<file path="src/host_port_params.svh">
// Offsets, field positions, reset values and counts of the serial host port
`ifndef HOST_PORT_PARAMS_SVH
`define HOST_PORT_PARAMS_SVH

`define PIN_CS 0
`define PIN_CLK 1
`define PIN_DATA 2
`define PIN_STRAP 3
`define PIN_COUNT 4
`define PIN_IDLE 4'hf

`define I2C_ADDR_HI 5'h07
`define I2C_ADDR_LO 1'h0
`define I2C_LAST_BIT 4'h8
`define I2C_ACK_SLOT 4'h9
`define I2C_BIT_ZERO 4'h0

`define SPI_LAST_BIT 3'h7
`define SPI_BIT_ZERO 3'h0

`define CFG_ADDR 7'h22
`define CFG_3WIRE_BIT 2
`define INT_CFG_ADDR 7'h30
`define INT_THS_LO_ADDR 7'h32
`define INT_THS_HI_ADDR 7'h33
`define TRIM_BASE 7'h40
`define TRIM_COUNT 8
`define BYTE_ZERO 8'h00
`define PTR_STEP 7'h01

`endif

</file>
<file path="src/host_port_pkg.sv">
// Types of the serial host port
package host_port_pkg;

    typedef enum logic [2:0] {
        I2C_IDLE,
        I2C_ADDR,
        I2C_SUB,
        I2C_WRITE,
        I2C_READ
    } i2c_state_t;

    typedef struct packed {
        logic clk_pin;
        logic data_pin;
        logic strap_pin;
        logic cs_pin;
    } pad_in_t;

    typedef struct packed {
        logic data_o;
        logic data_oe_n;
        logic out_o;
        logic out_oe_n;
    } pad_out_t;

    typedef struct packed {
        logic [7:0] int_cfg;
        logic [7:0] int_ths_lo;
        logic [7:0] int_ths_hi;
    } int_setup_t;

endpackage : host_port_pkg

</file>
<file path="src/serial_host_port_select.sv">
// Shared-pad host port: I2C slave or 3/4-wire SPI slave onto one register bank
`timescale 1ns/1ps
`include "host_port_params.svh"

// Behaviour
// - One register bank behind both ports
// - SPI 3-wire or 4-wire by register bit
// - Both protocols share one set of pads
// - CS high: I2C on; CS low: SPI
// - Strap pin sets I2C address bit 1
// - 3-wire reads on data pad, 4-wire separate
// - Trim copied from NVM after power-up
// - Interrupt setup writable over either port
// - Address 0011110b strap high, 0011100b low
module serial_host_port_select #(
    parameter int TRIM_COUNT = `TRIM_COUNT
) (
    input wire logic mclk,
    input wire logic srst,
    input wire host_port_pkg::pad_in_t pad_in,
    output host_port_pkg::pad_out_t pad_out,
    output logic [3:0] nvm_addr,
    input wire logic [7:0] nvm_data,
    output logic trim_done,
    output logic spi_3wire,
    output host_port_pkg::int_setup_t int_setup
);

    ////////////////////////////////////////////////////////////////////////
    // Pin synchronisers
    logic [`PIN_COUNT-1:0] pin_raw;
    logic [`PIN_COUNT-1:0] s1_reg;
    logic [`PIN_COUNT-1:0] s2_reg;
    logic [`PIN_COUNT-1:0] s3_reg;
    logic [`PIN_COUNT-1:0] filt_reg;
    logic [`PIN_COUNT-1:0] prev_reg;

    assign pin_raw[`PIN_CS] = pad_in.cs_pin;
    assign pin_raw[`PIN_CLK] = pad_in.clk_pin;
    assign pin_raw[`PIN_DATA] = pad_in.data_pin;
    assign pin_raw[`PIN_STRAP] = pad_in.strap_pin;

    for (genvar i = 0; i < `PIN_COUNT; i++) begin : g_sync
        always_ff @(posedge mclk) begin
            if (srst) begin
                s1_reg[i] <= 1'b1;
                s2_reg[i] <= 1'b1;
                s3_reg[i] <= 1'b1;
            end else begin
                s1_reg[i] <= pin_raw[i];
                s2_reg[i] <= s1_reg[i];
                s3_reg[i] <= s2_reg[i];
            end
        end
    end

    always_ff @(posedge mclk) begin
        if (srst) begin
            filt_reg <= `PIN_IDLE;
            prev_reg <= `PIN_IDLE;
        end else begin
            filt_reg <= (s2_reg ~^ s3_reg) & s3_reg | (s2_reg ^ s3_reg) & filt_reg;
            prev_reg <= filt_reg;
        end
    end

    logic cs_hi;
    logic clk_rise;
    logic clk_fall;
    logic data_rise;
    logic data_fall;
    assign cs_hi = filt_reg[`PIN_CS];
    assign clk_rise = filt_reg[`PIN_CLK] & ~prev_reg[`PIN_CLK];
    assign clk_fall = ~filt_reg[`PIN_CLK] & prev_reg[`PIN_CLK];
    assign data_rise = filt_reg[`PIN_DATA] & ~prev_reg[`PIN_DATA];
    assign data_fall = ~filt_reg[`PIN_DATA] & prev_reg[`PIN_DATA];

    ////////////////////////////////////////////////////////////////////////
    // Trim load
    logic [3:0] load_cnt_reg;
    logic [6:0] trim_addr;
    assign trim_addr = `TRIM_BASE + {3'h0, load_cnt_reg} - `PTR_STEP;

    always_ff @(posedge mclk) begin
        if (srst) begin
            load_cnt_reg <= 4'h0;
            trim_done <= 1'b0;
        end else if (!trim_done) begin
            load_cnt_reg <= load_cnt_reg + 4'h1;
            trim_done <= (load_cnt_reg == 4'(TRIM_COUNT));
        end
    end
    assign nvm_addr = load_cnt_reg;

    ////////////////////////////////////////////////////////////////////////
    // Bank and write steering
    logic i2c_we;
    logic spi_we;
    logic [6:0] i2c_ptr_reg;
    logic [6:0] spi_ptr_reg;
    logic [7:0] i2c_sh_reg;
    logic [7:0] spi_sh_reg;
    logic [6:0] ptr;
    logic bank_we;
    logic [6:0] bank_waddr;
    logic [7:0] bank_wdata;
    logic [7:0] rd_data;

    // CS level picks the active port
    assign ptr = cs_hi ? i2c_ptr_reg : spi_ptr_reg;

    // Both ports write the same bank
    always_comb begin
        bank_we = 1'b0;
        bank_waddr = ptr;
        bank_wdata = cs_hi ? i2c_sh_reg : {spi_sh_reg[6:0], filt_reg[`PIN_DATA]};
        if (!trim_done) begin
            bank_we = load_cnt_reg != 4'h0;
            bank_waddr = trim_addr;
            bank_wdata = nvm_data;
        end else begin
            bank_we = i2c_we | spi_we;
        end
    end

    reg_bank #(.AW(7), .DW(8)) u_bank (
        .mclk(mclk),
        .wr_en(bank_we),
        .wr_addr(bank_waddr),
        .wr_data(bank_wdata),
        .rd_addr(ptr),
        .rd_data(rd_data)
    );

    always_ff @(posedge mclk) begin
        if (srst) begin
            spi_3wire <= 1'b0;
        end else if (bank_we && trim_done && bank_waddr == `CFG_ADDR) begin
            spi_3wire <= bank_wdata[`CFG_3WIRE_BIT];
        end
    end

    always_ff @(posedge mclk) begin
        if (srst) begin
            int_setup <= '0;
        end else if (bank_we && trim_done) begin
            if (bank_waddr == `INT_CFG_ADDR) int_setup.int_cfg <= bank_wdata;
            if (bank_waddr == `INT_THS_LO_ADDR) int_setup.int_ths_lo <= bank_wdata;
            if (bank_waddr == `INT_THS_HI_ADDR) int_setup.int_ths_hi <= bank_wdata;
        end
    end

    ////////////////////////////////////////////////////////////////////////
    // I2C slave
    host_port_pkg::i2c_state_t i2c_state_reg;
    logic [3:0] i2c_bit_reg;
    logic i2c_rw_reg;
    logic i2c_inc_reg;
    logic i2c_ack_reg;
    logic i2c_nack_reg;
    logic [7:0] i2c_tx_reg;
    logic i2c_on;
    logic i2c_start;
    logic i2c_stop;
    logic [6:0] own_addr;

    // I2C runs only while CS high
    assign i2c_on = cs_hi & trim_done;
    assign i2c_start = i2c_on & data_fall & filt_reg[`PIN_CLK];
    assign i2c_stop = i2c_on & data_rise & filt_reg[`PIN_CLK];
    assign own_addr = {`I2C_ADDR_HI, filt_reg[`PIN_STRAP], `I2C_ADDR_LO};
    assign i2c_we = i2c_on & clk_fall & (i2c_state_reg == host_port_pkg::I2C_WRITE)
                  & (i2c_bit_reg == `I2C_LAST_BIT);

    always_ff @(posedge mclk) begin
        if (srst || !i2c_on || i2c_stop) begin
            i2c_state_reg <= host_port_pkg::I2C_IDLE;
            i2c_bit_reg <= `I2C_BIT_ZERO;
            i2c_ack_reg <= 1'b0;
            i2c_nack_reg <= 1'b0;
        end else if (i2c_start) begin
            i2c_state_reg <= host_port_pkg::I2C_ADDR;
            i2c_bit_reg <= `I2C_BIT_ZERO;
            i2c_ack_reg <= 1'b0;
        end else if (clk_rise && i2c_state_reg != host_port_pkg::I2C_IDLE) begin
            if (i2c_bit_reg == `I2C_LAST_BIT) begin
                i2c_nack_reg <= filt_reg[`PIN_DATA];
                i2c_bit_reg <= `I2C_ACK_SLOT;
            end else begin
                i2c_sh_reg <= {i2c_sh_reg[6:0], filt_reg[`PIN_DATA]};
                i2c_bit_reg <= i2c_bit_reg + 4'h1;
            end
        end else if (clk_fall && i2c_state_reg != host_port_pkg::I2C_IDLE) begin
            if (i2c_bit_reg == `I2C_LAST_BIT) begin
                unique case (i2c_state_reg)
                    host_port_pkg::I2C_ADDR: begin
                        i2c_ack_reg <= i2c_sh_reg[7:1] == own_addr;
                        i2c_rw_reg <= i2c_sh_reg[0];
                        if (i2c_sh_reg[7:1] != own_addr) begin
                            i2c_state_reg <= host_port_pkg::I2C_IDLE;
                        end
                    end
                    host_port_pkg::I2C_SUB: begin
                        i2c_ack_reg <= 1'b1;
                        i2c_ptr_reg <= i2c_sh_reg[6:0];
                        i2c_inc_reg <= i2c_sh_reg[7];
                    end
                    host_port_pkg::I2C_WRITE: begin
                        i2c_ack_reg <= 1'b1;
                        if (i2c_inc_reg) i2c_ptr_reg <= i2c_ptr_reg + `PTR_STEP;
                    end
                    host_port_pkg::I2C_READ: i2c_ack_reg <= 1'b0;
                    default: i2c_ack_reg <= 1'b0;
                endcase
            end else if (i2c_bit_reg == `I2C_ACK_SLOT) begin
                i2c_ack_reg <= 1'b0;
                i2c_bit_reg <= `I2C_BIT_ZERO;
                unique case (i2c_state_reg)
                    host_port_pkg::I2C_ADDR: begin
                        if (i2c_rw_reg) begin
                            i2c_state_reg <= host_port_pkg::I2C_READ;
                            i2c_tx_reg <= rd_data;
                            if (i2c_inc_reg) i2c_ptr_reg <= i2c_ptr_reg + `PTR_STEP;
                        end else begin
                            i2c_state_reg <= host_port_pkg::I2C_SUB;
                        end
                    end
                    host_port_pkg::I2C_SUB: i2c_state_reg <= host_port_pkg::I2C_WRITE;
                    host_port_pkg::I2C_READ: begin
                        if (i2c_nack_reg) begin
                            i2c_state_reg <= host_port_pkg::I2C_IDLE;
                        end else begin
                            i2c_tx_reg <= rd_data;
                            if (i2c_inc_reg) i2c_ptr_reg <= i2c_ptr_reg + `PTR_STEP;
                        end
                    end
                    default: i2c_state_reg <= i2c_state_reg;
                endcase
            end else if (i2c_state_reg == host_port_pkg::I2C_READ) begin
                i2c_tx_reg <= {i2c_tx_reg[6:0], 1'b0};
            end
        end
    end

    ////////////////////////////////////////////////////////////////////////
    // SPI slave, clock parked high between frames
    logic spi_on;
    logic [2:0] spi_bit_reg;
    logic spi_cmd_done_reg;
    logic spi_rd_reg;
    logic spi_inc_reg;
    logic [7:0] spi_tx_reg;
    logic spi_drive;

    assign spi_on = ~cs_hi & trim_done;
    assign spi_we = spi_on & clk_rise & spi_cmd_done_reg & ~spi_rd_reg
                  & (spi_bit_reg == `SPI_LAST_BIT);
    assign spi_drive = spi_on & spi_cmd_done_reg & spi_rd_reg;

    always_ff @(posedge mclk) begin
        if (srst || !spi_on) begin
            spi_bit_reg <= `SPI_BIT_ZERO;
            spi_cmd_done_reg <= 1'b0;
            spi_rd_reg <= 1'b0;
            spi_inc_reg <= 1'b0;
            spi_tx_reg <= `BYTE_ZERO;
        end else if (clk_rise) begin
            spi_sh_reg <= {spi_sh_reg[6:0], filt_reg[`PIN_DATA]};
            spi_bit_reg <= spi_bit_reg + 3'h1;
            if (spi_bit_reg == `SPI_LAST_BIT) begin
                if (!spi_cmd_done_reg) begin
                    spi_cmd_done_reg <= 1'b1;
                    spi_rd_reg <= spi_sh_reg[6];
                    spi_inc_reg <= spi_sh_reg[5];
                    spi_ptr_reg <= {1'b0, spi_sh_reg[4:0], filt_reg[`PIN_DATA]};
                end else if (spi_inc_reg) begin
                    spi_ptr_reg <= spi_ptr_reg + `PTR_STEP;
                end
            end
        end else if (clk_fall && spi_drive) begin
            if (spi_bit_reg == `SPI_BIT_ZERO) begin
                spi_tx_reg <= rd_data;
            end else begin
                spi_tx_reg <= {spi_tx_reg[6:0], 1'b0};
            end
        end
    end

    ////////////////////////////////////////////////////////////////////////
    // Pad drivers, enables active low
    always_ff @(posedge mclk) begin
        if (srst) begin
            pad_out <= {1'b0, 1'b1, 1'b0, 1'b1};
        end else begin
            pad_out.data_o <= 1'b0;
            pad_out.data_oe_n <= 1'b1;
            pad_out.out_o <= spi_tx_reg[7];
            pad_out.out_oe_n <= 1'b1;
            if (i2c_on) begin
                pad_out.data_oe_n <= ~(i2c_ack_reg | (i2c_state_reg == host_port_pkg::I2C_READ
                                     & i2c_bit_reg < `I2C_LAST_BIT & ~i2c_tx_reg[7]));
            end else if (spi_drive && spi_3wire) begin
                pad_out.data_o <= spi_tx_reg[7];
                pad_out.data_oe_n <= 1'b0;
            end else if (spi_drive) begin
                pad_out.out_oe_n <= 1'b0;
            end
        end
    end

endmodule : serial_host_port_select

</file>
<file path="src/reg_bank.sv">
// Register bank shared by both serial ports
`timescale 1ns/1ps

module reg_bank #(
    parameter int AW = 7,
    parameter int DW = 8
) (
    input wire logic mclk,
    input wire logic wr_en,
    input wire logic [AW-1:0] wr_addr,
    input wire logic [DW-1:0] wr_data,
    input wire logic [AW-1:0] rd_addr,
    output logic [DW-1:0] rd_data
);

    logic [DW-1:0] mem [2**AW];

    always_ff @(posedge mclk) begin
        if (wr_en) begin
            mem[wr_addr] <= wr_data;
        end
    end

    always_ff @(posedge mclk) begin
        rd_data <= mem[rd_addr];
    end

endmodule : reg_bank

</file>
<file path="config.mk">
export PLATFORM = sky130hd
export DESIGN_NAME = serial_host_port_select
export DESIGN_NICKNAME = d
export VERILOG_FILES = /design/src/host_port_pkg.sv /design/src/serial_host_port_select.sv /design/src/reg_bank.sv
export VERILOG_INCLUDE_DIRS = /design/src
export SDC_FILE = /design/constraint.sdc
export NUM_CORES = 2
export LEC_CHECK = 0
export BUFFER_PORTS_ARGS = -buffer_cell sky130_fd_sc_hd__buf_4
export CAP_MARGIN = 20
export CORE_MARGIN = 8
export CORE_UTILIZATION = 59
export CTS_BUF_LIST = sky130_fd_sc_hd__clkbuf_4
export CTS_CLUSTER_SIZE = 10
export DETAILED_ROUTE_END_ITERATION = 6
export GPL_TIMING_DRIVEN = 0
export MAX_ROUTING_LAYER = met4
export PLACE_DENSITY = 0.85
export SYNTH_ARGS = -nofsm -noshare
export SYNTH_HDL_FRONTEND = slang
export SYNTH_HIERARCHICAL = 1
export SYNTH_SLANG_ARGS = --single-unit
</file>
<file path="constraint.sdc">
create_clock -name mclk -period 5.5 [get_ports mclk]
set_clock_uncertainty 0.1 [all_clocks]
set_input_delay 0.825 -clock mclk [delete_from_list [all_inputs] [get_ports mclk]]
set_output_delay 0.825 -clock mclk [all_outputs]
set_load 0.005 [all_outputs]
</file>
## After elaboration in Yosys (flattened, before gate mapping)

Memories as Yosys holds them, arrays and structs flattened. A register that Yosys moved wholly into a read port is not among the register bits.
Index checks and enable logic that the tools add are counted.

- Add/subtract/negate cells: 7
- $lt $le $gt $ge: 1
- Equal/unequal tests: 28
- Multiplexer cells: 44
- Bitwise logic cells: 44
- Reduce and logical (&&, ||, !) cells: 46

Operator list:

| operator | count |
|---|---|
| $mux W7 | 8 |
| $mux W8 | 7 |
| $eq A7 B6 Y1 const B | 4 |
| $pmux W7 S2 | 2 |
| $and A1 B1 Y1 | 21 |
| $mux W4 | 5 |
| $mux W3 | 6 |
| $reduce_and A9 Y1 | 2 |
| $not A1 Y1 | 16 |
| $pmux W8 S2 | 1 |
| $ne A3 B3 Y1 const B | 5 |
| $add A7 B1 Y7 const B | 2 |
| $reduce_and A7 Y1 | 2 |
| $eq A4 B4 Y1 const B | 3 |
| $mux W1 | 12 |
| $reduce_and A2 Y1 | 6 |
| $reduce_and A3 Y1 | 4 |
| $reduce_and A6 Y1 | 2 |
| $reduce_bool A2 Y1 | 6 |
| $reduce_bool A3 Y1 | 4 |
| $ne A3 B2 Y1 const B | 3 |
| $pmux W3 S3 | 1 |
| $add A4 B1 Y4 const B | 2 |
| $and A4 B4 Y4 | 2 |
| 26 further kinds | 44 |

- Register bits: 115
- Memory bits (writable): 1024
- Input port bits: 14
- Output and inout bits: 34
- Logic and storage cells: 213
- Memories: 1

Memory list:

| name | depth | bits a word | read ports | clocked after Yosys merged registers in | write ports | line | source |
|---|---|---|---|---|---|---|---|
| u_bank.mem | 128 | 8 | 1 | 1 | 1 | reg_bank.sv:16 | `logic [DW-1:0] mem [2**AW];` |

## Longest topological paths before layout

- Depth in word-level cells: 10
- Gate-level depth with buffers: 11

## By module

Netlist, hierarchy kept.

By module, submodules not included:

| module | times used | cells an instance | area each (um2) | sequential area each (um2) |
|---|---|---|---|---|
| reg_bank | 1 | 1635 | 39663.0 | 30909.6 |
| serial_host_port_select | 1 | 548 | 5431.5 | 2672.6 |

## Worst setup path after synthesis

Ideal clock, no wire load.

- Path type: flip-flop to flip-flop
- Start: register trim_done
- End: memory u_bank.mem[0][0] (data pin)
- Arrival: 4523 ps
- Data required time: 4501 ps
- Slack: -22 ps
- Stages on the path, launching flop included: 5
- Cell sequence: dfxtp_1 clkbuf_1 buf_1 nor2_1 a21oi_1

- Longest elaborated chain between the ends: 1

RTL lines:

| element | line | source |
|---|---|---|
| start, declared | serial_host_port_select.sv:24 | `output logic trim_done,` |
| start signal, assigned | serial_host_port_select.sv:90 | `trim_done <= (load_cnt_reg == 4'(TRIM_COUNT));` |
| $mux W8 | serial_host_port_select.sv:117 | `if (!trim_done) begin` |
| net bank_wdata[0] | serial_host_port_select.sv:106 | `logic [7:0] bank_wdata;` |
| end, declared | reg_bank.sv:16 |  |

The timed path passes the listed nets, and every way through them passes these cells.

## Final worst setup path

- Start: register trim_done
- End: memory u_bank.mem[31][2], enable pin

- Elaborated cells on any way between the ends: 14
- Classes of those cells: 4 x mux; 10 x bitwise

RTL lines:

| element | line | source |
|---|---|---|
| $mux W7 | serial_host_port_select.sv:117 |  |
| net bank_waddr[0] | serial_host_port_select.sv:105 | `logic [6:0] bank_waddr;` |

The timed path passes the listed nets, and every way through them passes these cells.

==> metrics.csv <==
metric,value,unit
run status,completed,
total of fill cells in the finished design,4555,
maximum clock frequency,193.7,MHz
Die H,292.5,um
Final period util,0.9384,
via count of the first global-routing pass,25230,
fraction of post-synthesis cell area in the top cell type by area,0.7079,
placer congestion estimate,0.9752,
power density over the cells,338.6,mW/mm2
total global routing track utilization,0.2684,
TNS Setup,0,ns
launch instance of the worst register-to-register path,trim_done,
pin count of the biggest net entering global routing,45,
highest ir drop seen on vdd,0.0002123,V
final setup violation count,0,
placement row count,101,
synth unique cells,58,
TritonCTS clock tree,built,
crit-path max FO,10,
YS warnings,6,
number of storage elements in the synthesis netlist,1146,
Worst Hold End,int_setup[18],
utilization after layout,0.6746,
DRC viols,0,
vias after detailed routing,24530,
global route overflow,0,
Worst Setup Start Kind,flop,
Total Die Area,0.08553,mm2
static leakage power,16.67,nW
final net count,2611,
share of post-route cells with drive strength above 1,0.3430,
Clock Tree Buf Depth,4,
"commonest cells after routing, fill and taps aside","1063 x sky130_fd_sc_hd__edfxtp_1, 412 x sky130_fd_sc_hd__clkbuf_4, 336 x sky130_fd_sc_hd__mux4_2, 189 x sky130_fd_sc_hd__nor2_1, 83 x sky130_fd_sc_hd__dfxtp_1",
first-pass iteration count of the detailed router,6,
Worst Reg-to-Reg Cells,9,
IO buf count,47,
"most common cell after layout, fill and taps aside",sky130_fd_sc_hd__edfxtp_1,
critical path class,flop to flop,
share of the yosys chip area belonging to registers,0.7447,
max-capacitance violation count,0,
fraction of registers with async set or reset after synthesis,0,
"area leader, netlist",sky130_fd_sc_hd__edfxtp_1,
worst-skew pair later-pin latency,1.19,ns
RSZ-0062 raised after global routing,false,
count of mapped cells out of synthesis,2183,
register containing the most flip-flops in the final layout,u_bank/mem,
largest cells by area after synthesis,"sky130_fd_sc_hd__edfxtp_1 71%, sky130_fd_sc_hd__mux4_2 17%, sky130_fd_sc_hd__dfxtp_1 3.7%, sky130_fd_sc_hd__nor2_1 1.6%, sky130_fd_sc_hd__mux2i_1 1.0%",
final slew viol count,0,
final wirelength,111700,um
Reg-to-Reg End,u_bank/mem[31][2],
Avg Vias per Cell,6.556,
area inside the core boundary,0.07582,mm2
number of clock buffers inserted by TritonCTS,296,
arrival time at the worst endpoint,5.73,ns
number of antenna violations at the first check in global routing,5,
setup fix buffers added after clock tree synthesis,0,
HPWL after detailed placement,75610,um
area growth from synthesis to layout,13.43,%
WHS,0.1512,ns
slew at the pin with the worst max-slew slack,1.298,ns
number of gates resized after cts,0,
Clock Sink Count,1146,
hold bufs inserted after CTS,4,
hold crit path type,input port to flop,
final hold viol count,0,
registers with the highest flip-flop counts,"u_bank/mem x1024, int_setup x24",
Largest register FFs,1024,
CP required,6.07,ns
mean instance size in the synthesized netlist,20.66,um2
first-pass GRT wire length,162400,um
Post-Place Cells,3251,
"CTS clk-pin slew, worst paths",0.06,ns
FF-to-FF setup slack,0.34,ns
overall die width,292.5,um
worst hold start,srst,
I/O pin cnt,48,
level count of the clock H-tree,5,
Post-synth EDFFs,1063,
worst slew margin relative to its limit,0.1306,
antenna violation net count after detailed routing,0,
number of DRC violations after detailed-routing iteration 0,3460,
average routed wire per standard cell,29.85,um
clock tree root buffer cell,sky130_fd_sc_hd__clkbuf_4,
number of cells on the worst hold path,3,
endpoint kind of the worst setup timing path,flop,
"Cell Count, Final, Fillers Out",3741,
main flop type after synthesis,sky130_fd_sc_hd__edfxtp_1,
"Cell Area, Synth",0.04509,mm2
starting density of the core,0.5947,
Final min period,5.161,ns
"Net Count, Synth",2212,
critical path, stage by stage, from the launching register on:
cell                       delay [ns]
sky130_fd_sc_hd__dfxtp_1         0.43
sky130_fd_sc_hd__clkbuf_1        0.46
sky130_fd_sc_hd__buf_1           0.62
sky130_fd_sc_hd__nor2_1          0.22
sky130_fd_sc_hd__nor2_1          0.40
sky130_fd_sc_hd__clkbuf_1        0.42
sky130_fd_sc_hd__nand4_1         0.75
sky130_fd_sc_hd__clkbuf_1        0.46
sky130_fd_sc_hd__buf_8           0.25
sky130_fd_sc_hd__nor2_1          0.62
layer usage:
metal / part of all wire / wire length [um] / track usage
met2: 0.48 / 53580 / 0.4117
met5: 0 / 0 / -
met1: 0.34 / 38170 / 0.3267
met3: 0.12 / 13390 / 0.07154
met4: 0.058 / 6517 / 0.1492
cells in the mapped netlist (5+ instances only):
cell                       number
sky130_fd_sc_hd__edfxtp_1    1063
sky130_fd_sc_hd__nor3_1        19
sky130_fd_sc_hd__mux2_2        17
sky130_fd_sc_hd__nor2b_1       10
sky130_fd_sc_hd__nand3_1       23
sky130_fd_sc_hd__buf_1         22
sky130_fd_sc_hd__dfxtp_1       83
sky130_fd_sc_hd__o21ai_0       11
sky130_fd_sc_hd__ha_1          15
sky130_fd_sc_hd__nand2b_1      40
sky130_fd_sc_hd__mux4_2       336
sky130_fd_sc_hd__a211oi_1       8
sky130_fd_sc_hd__nand2_1       57
sky130_fd_sc_hd__nand3b_1       5
sky130_fd_sc_hd__buf_2         21
sky130_fd_sc_hd__a21oi_1       34
sky130_fd_sc_hd__inv_1         15
sky130_fd_sc_hd__nor2_1       189
sky130_fd_sc_hd__buf_4         10
sky130_fd_sc_hd__mux2i_1       46
sky130_fd_sc_hd__xnor2_1       10
sky130_fd_sc_hd__nand4_1        6
sky130_fd_sc_hd__clkbuf_1      63
sky130_fd_sc_hd__or2_2         17
sky130_fd_sc_hd__xor2_1         8
through the flow:
| stage | setup slack [ns] | total power, mW | instance area (um2) |
|---|---|---|---|
| after floorplan | -0.02199 | 10.21 | 45110 |
| after global placement | -4.608 | 10.51 | 46680 |
| after detailed placement | 0.6507 | 10.59 | 47570 |
| after CTS | 0.5671 | 17.41 | 51070 |
| after global routing | 0.1960 | 17.85 | 51140 |
| final | 0.3387 | 17.32 | 51150 |
where the power goes:
part | internal (mW) | switching, mW | total (mW)
logic | 0.262 | 0.565 | 0.827
clock network | 3.65 | 3.23 | 6.88
registers | 9.59 | 0.0236 | 9.61
layout make-up:
type / instances / area [um2] / share of cell area
buffer: 118 / 521.8 / 0.01020
sequential: 1146 / 33580 / 0.6566
clock buffer: 410 / 3078 / 0.06018
timing repair buffer: 101 / 1260 / 0.02463
inverter: 16 / 60.06 / 0.001174
antenna: 8 / 20.02 / 0.0003914
multi-input combinational: 903 / 11020 / 0.2155
clock inverter: 61 / 382.9 / 0.007485
tap: 978 / 1224 / 0.02392
cells by family (layout without fill, tap and decap cells):
group	after synthesis	in the layout	synth area share
flip-flops	1146	1146	0.7447
multiplexers	400	400	0.1825
AND/OR/NAND/NOR	392	392	0.04095
buffers and inverters	134	706	0.01290
AO/OA/AOI/OAI	78	78	0.01126
XOR/XNOR	18	18	0.003496
adder cells (fa/ha/maj)	15	15	0.004162
other	0	8	0
how the worst max path moves through the flow:
stage / startpoint / end / slack (ns) / depth (start not counted)
final: trim_done / u_bank/mem[31][2] / 0.34 / 9
after global routing: trim_done / u_bank/mem[31][2] / 0.20 / 9
after CTS: trim_done / u_bank/mem[27][1] / 0.57 / 9
after detailed placement: trim_done / u_bank/mem[27][3] / 0.65 / 9
after global placement: trim_done / u_bank/mem[126][0] / -4.61 / 4
after floorplan: trim_done / u_bank/mem[0][0] / -0.02 / 4
(Power assumes the default switching activity.)
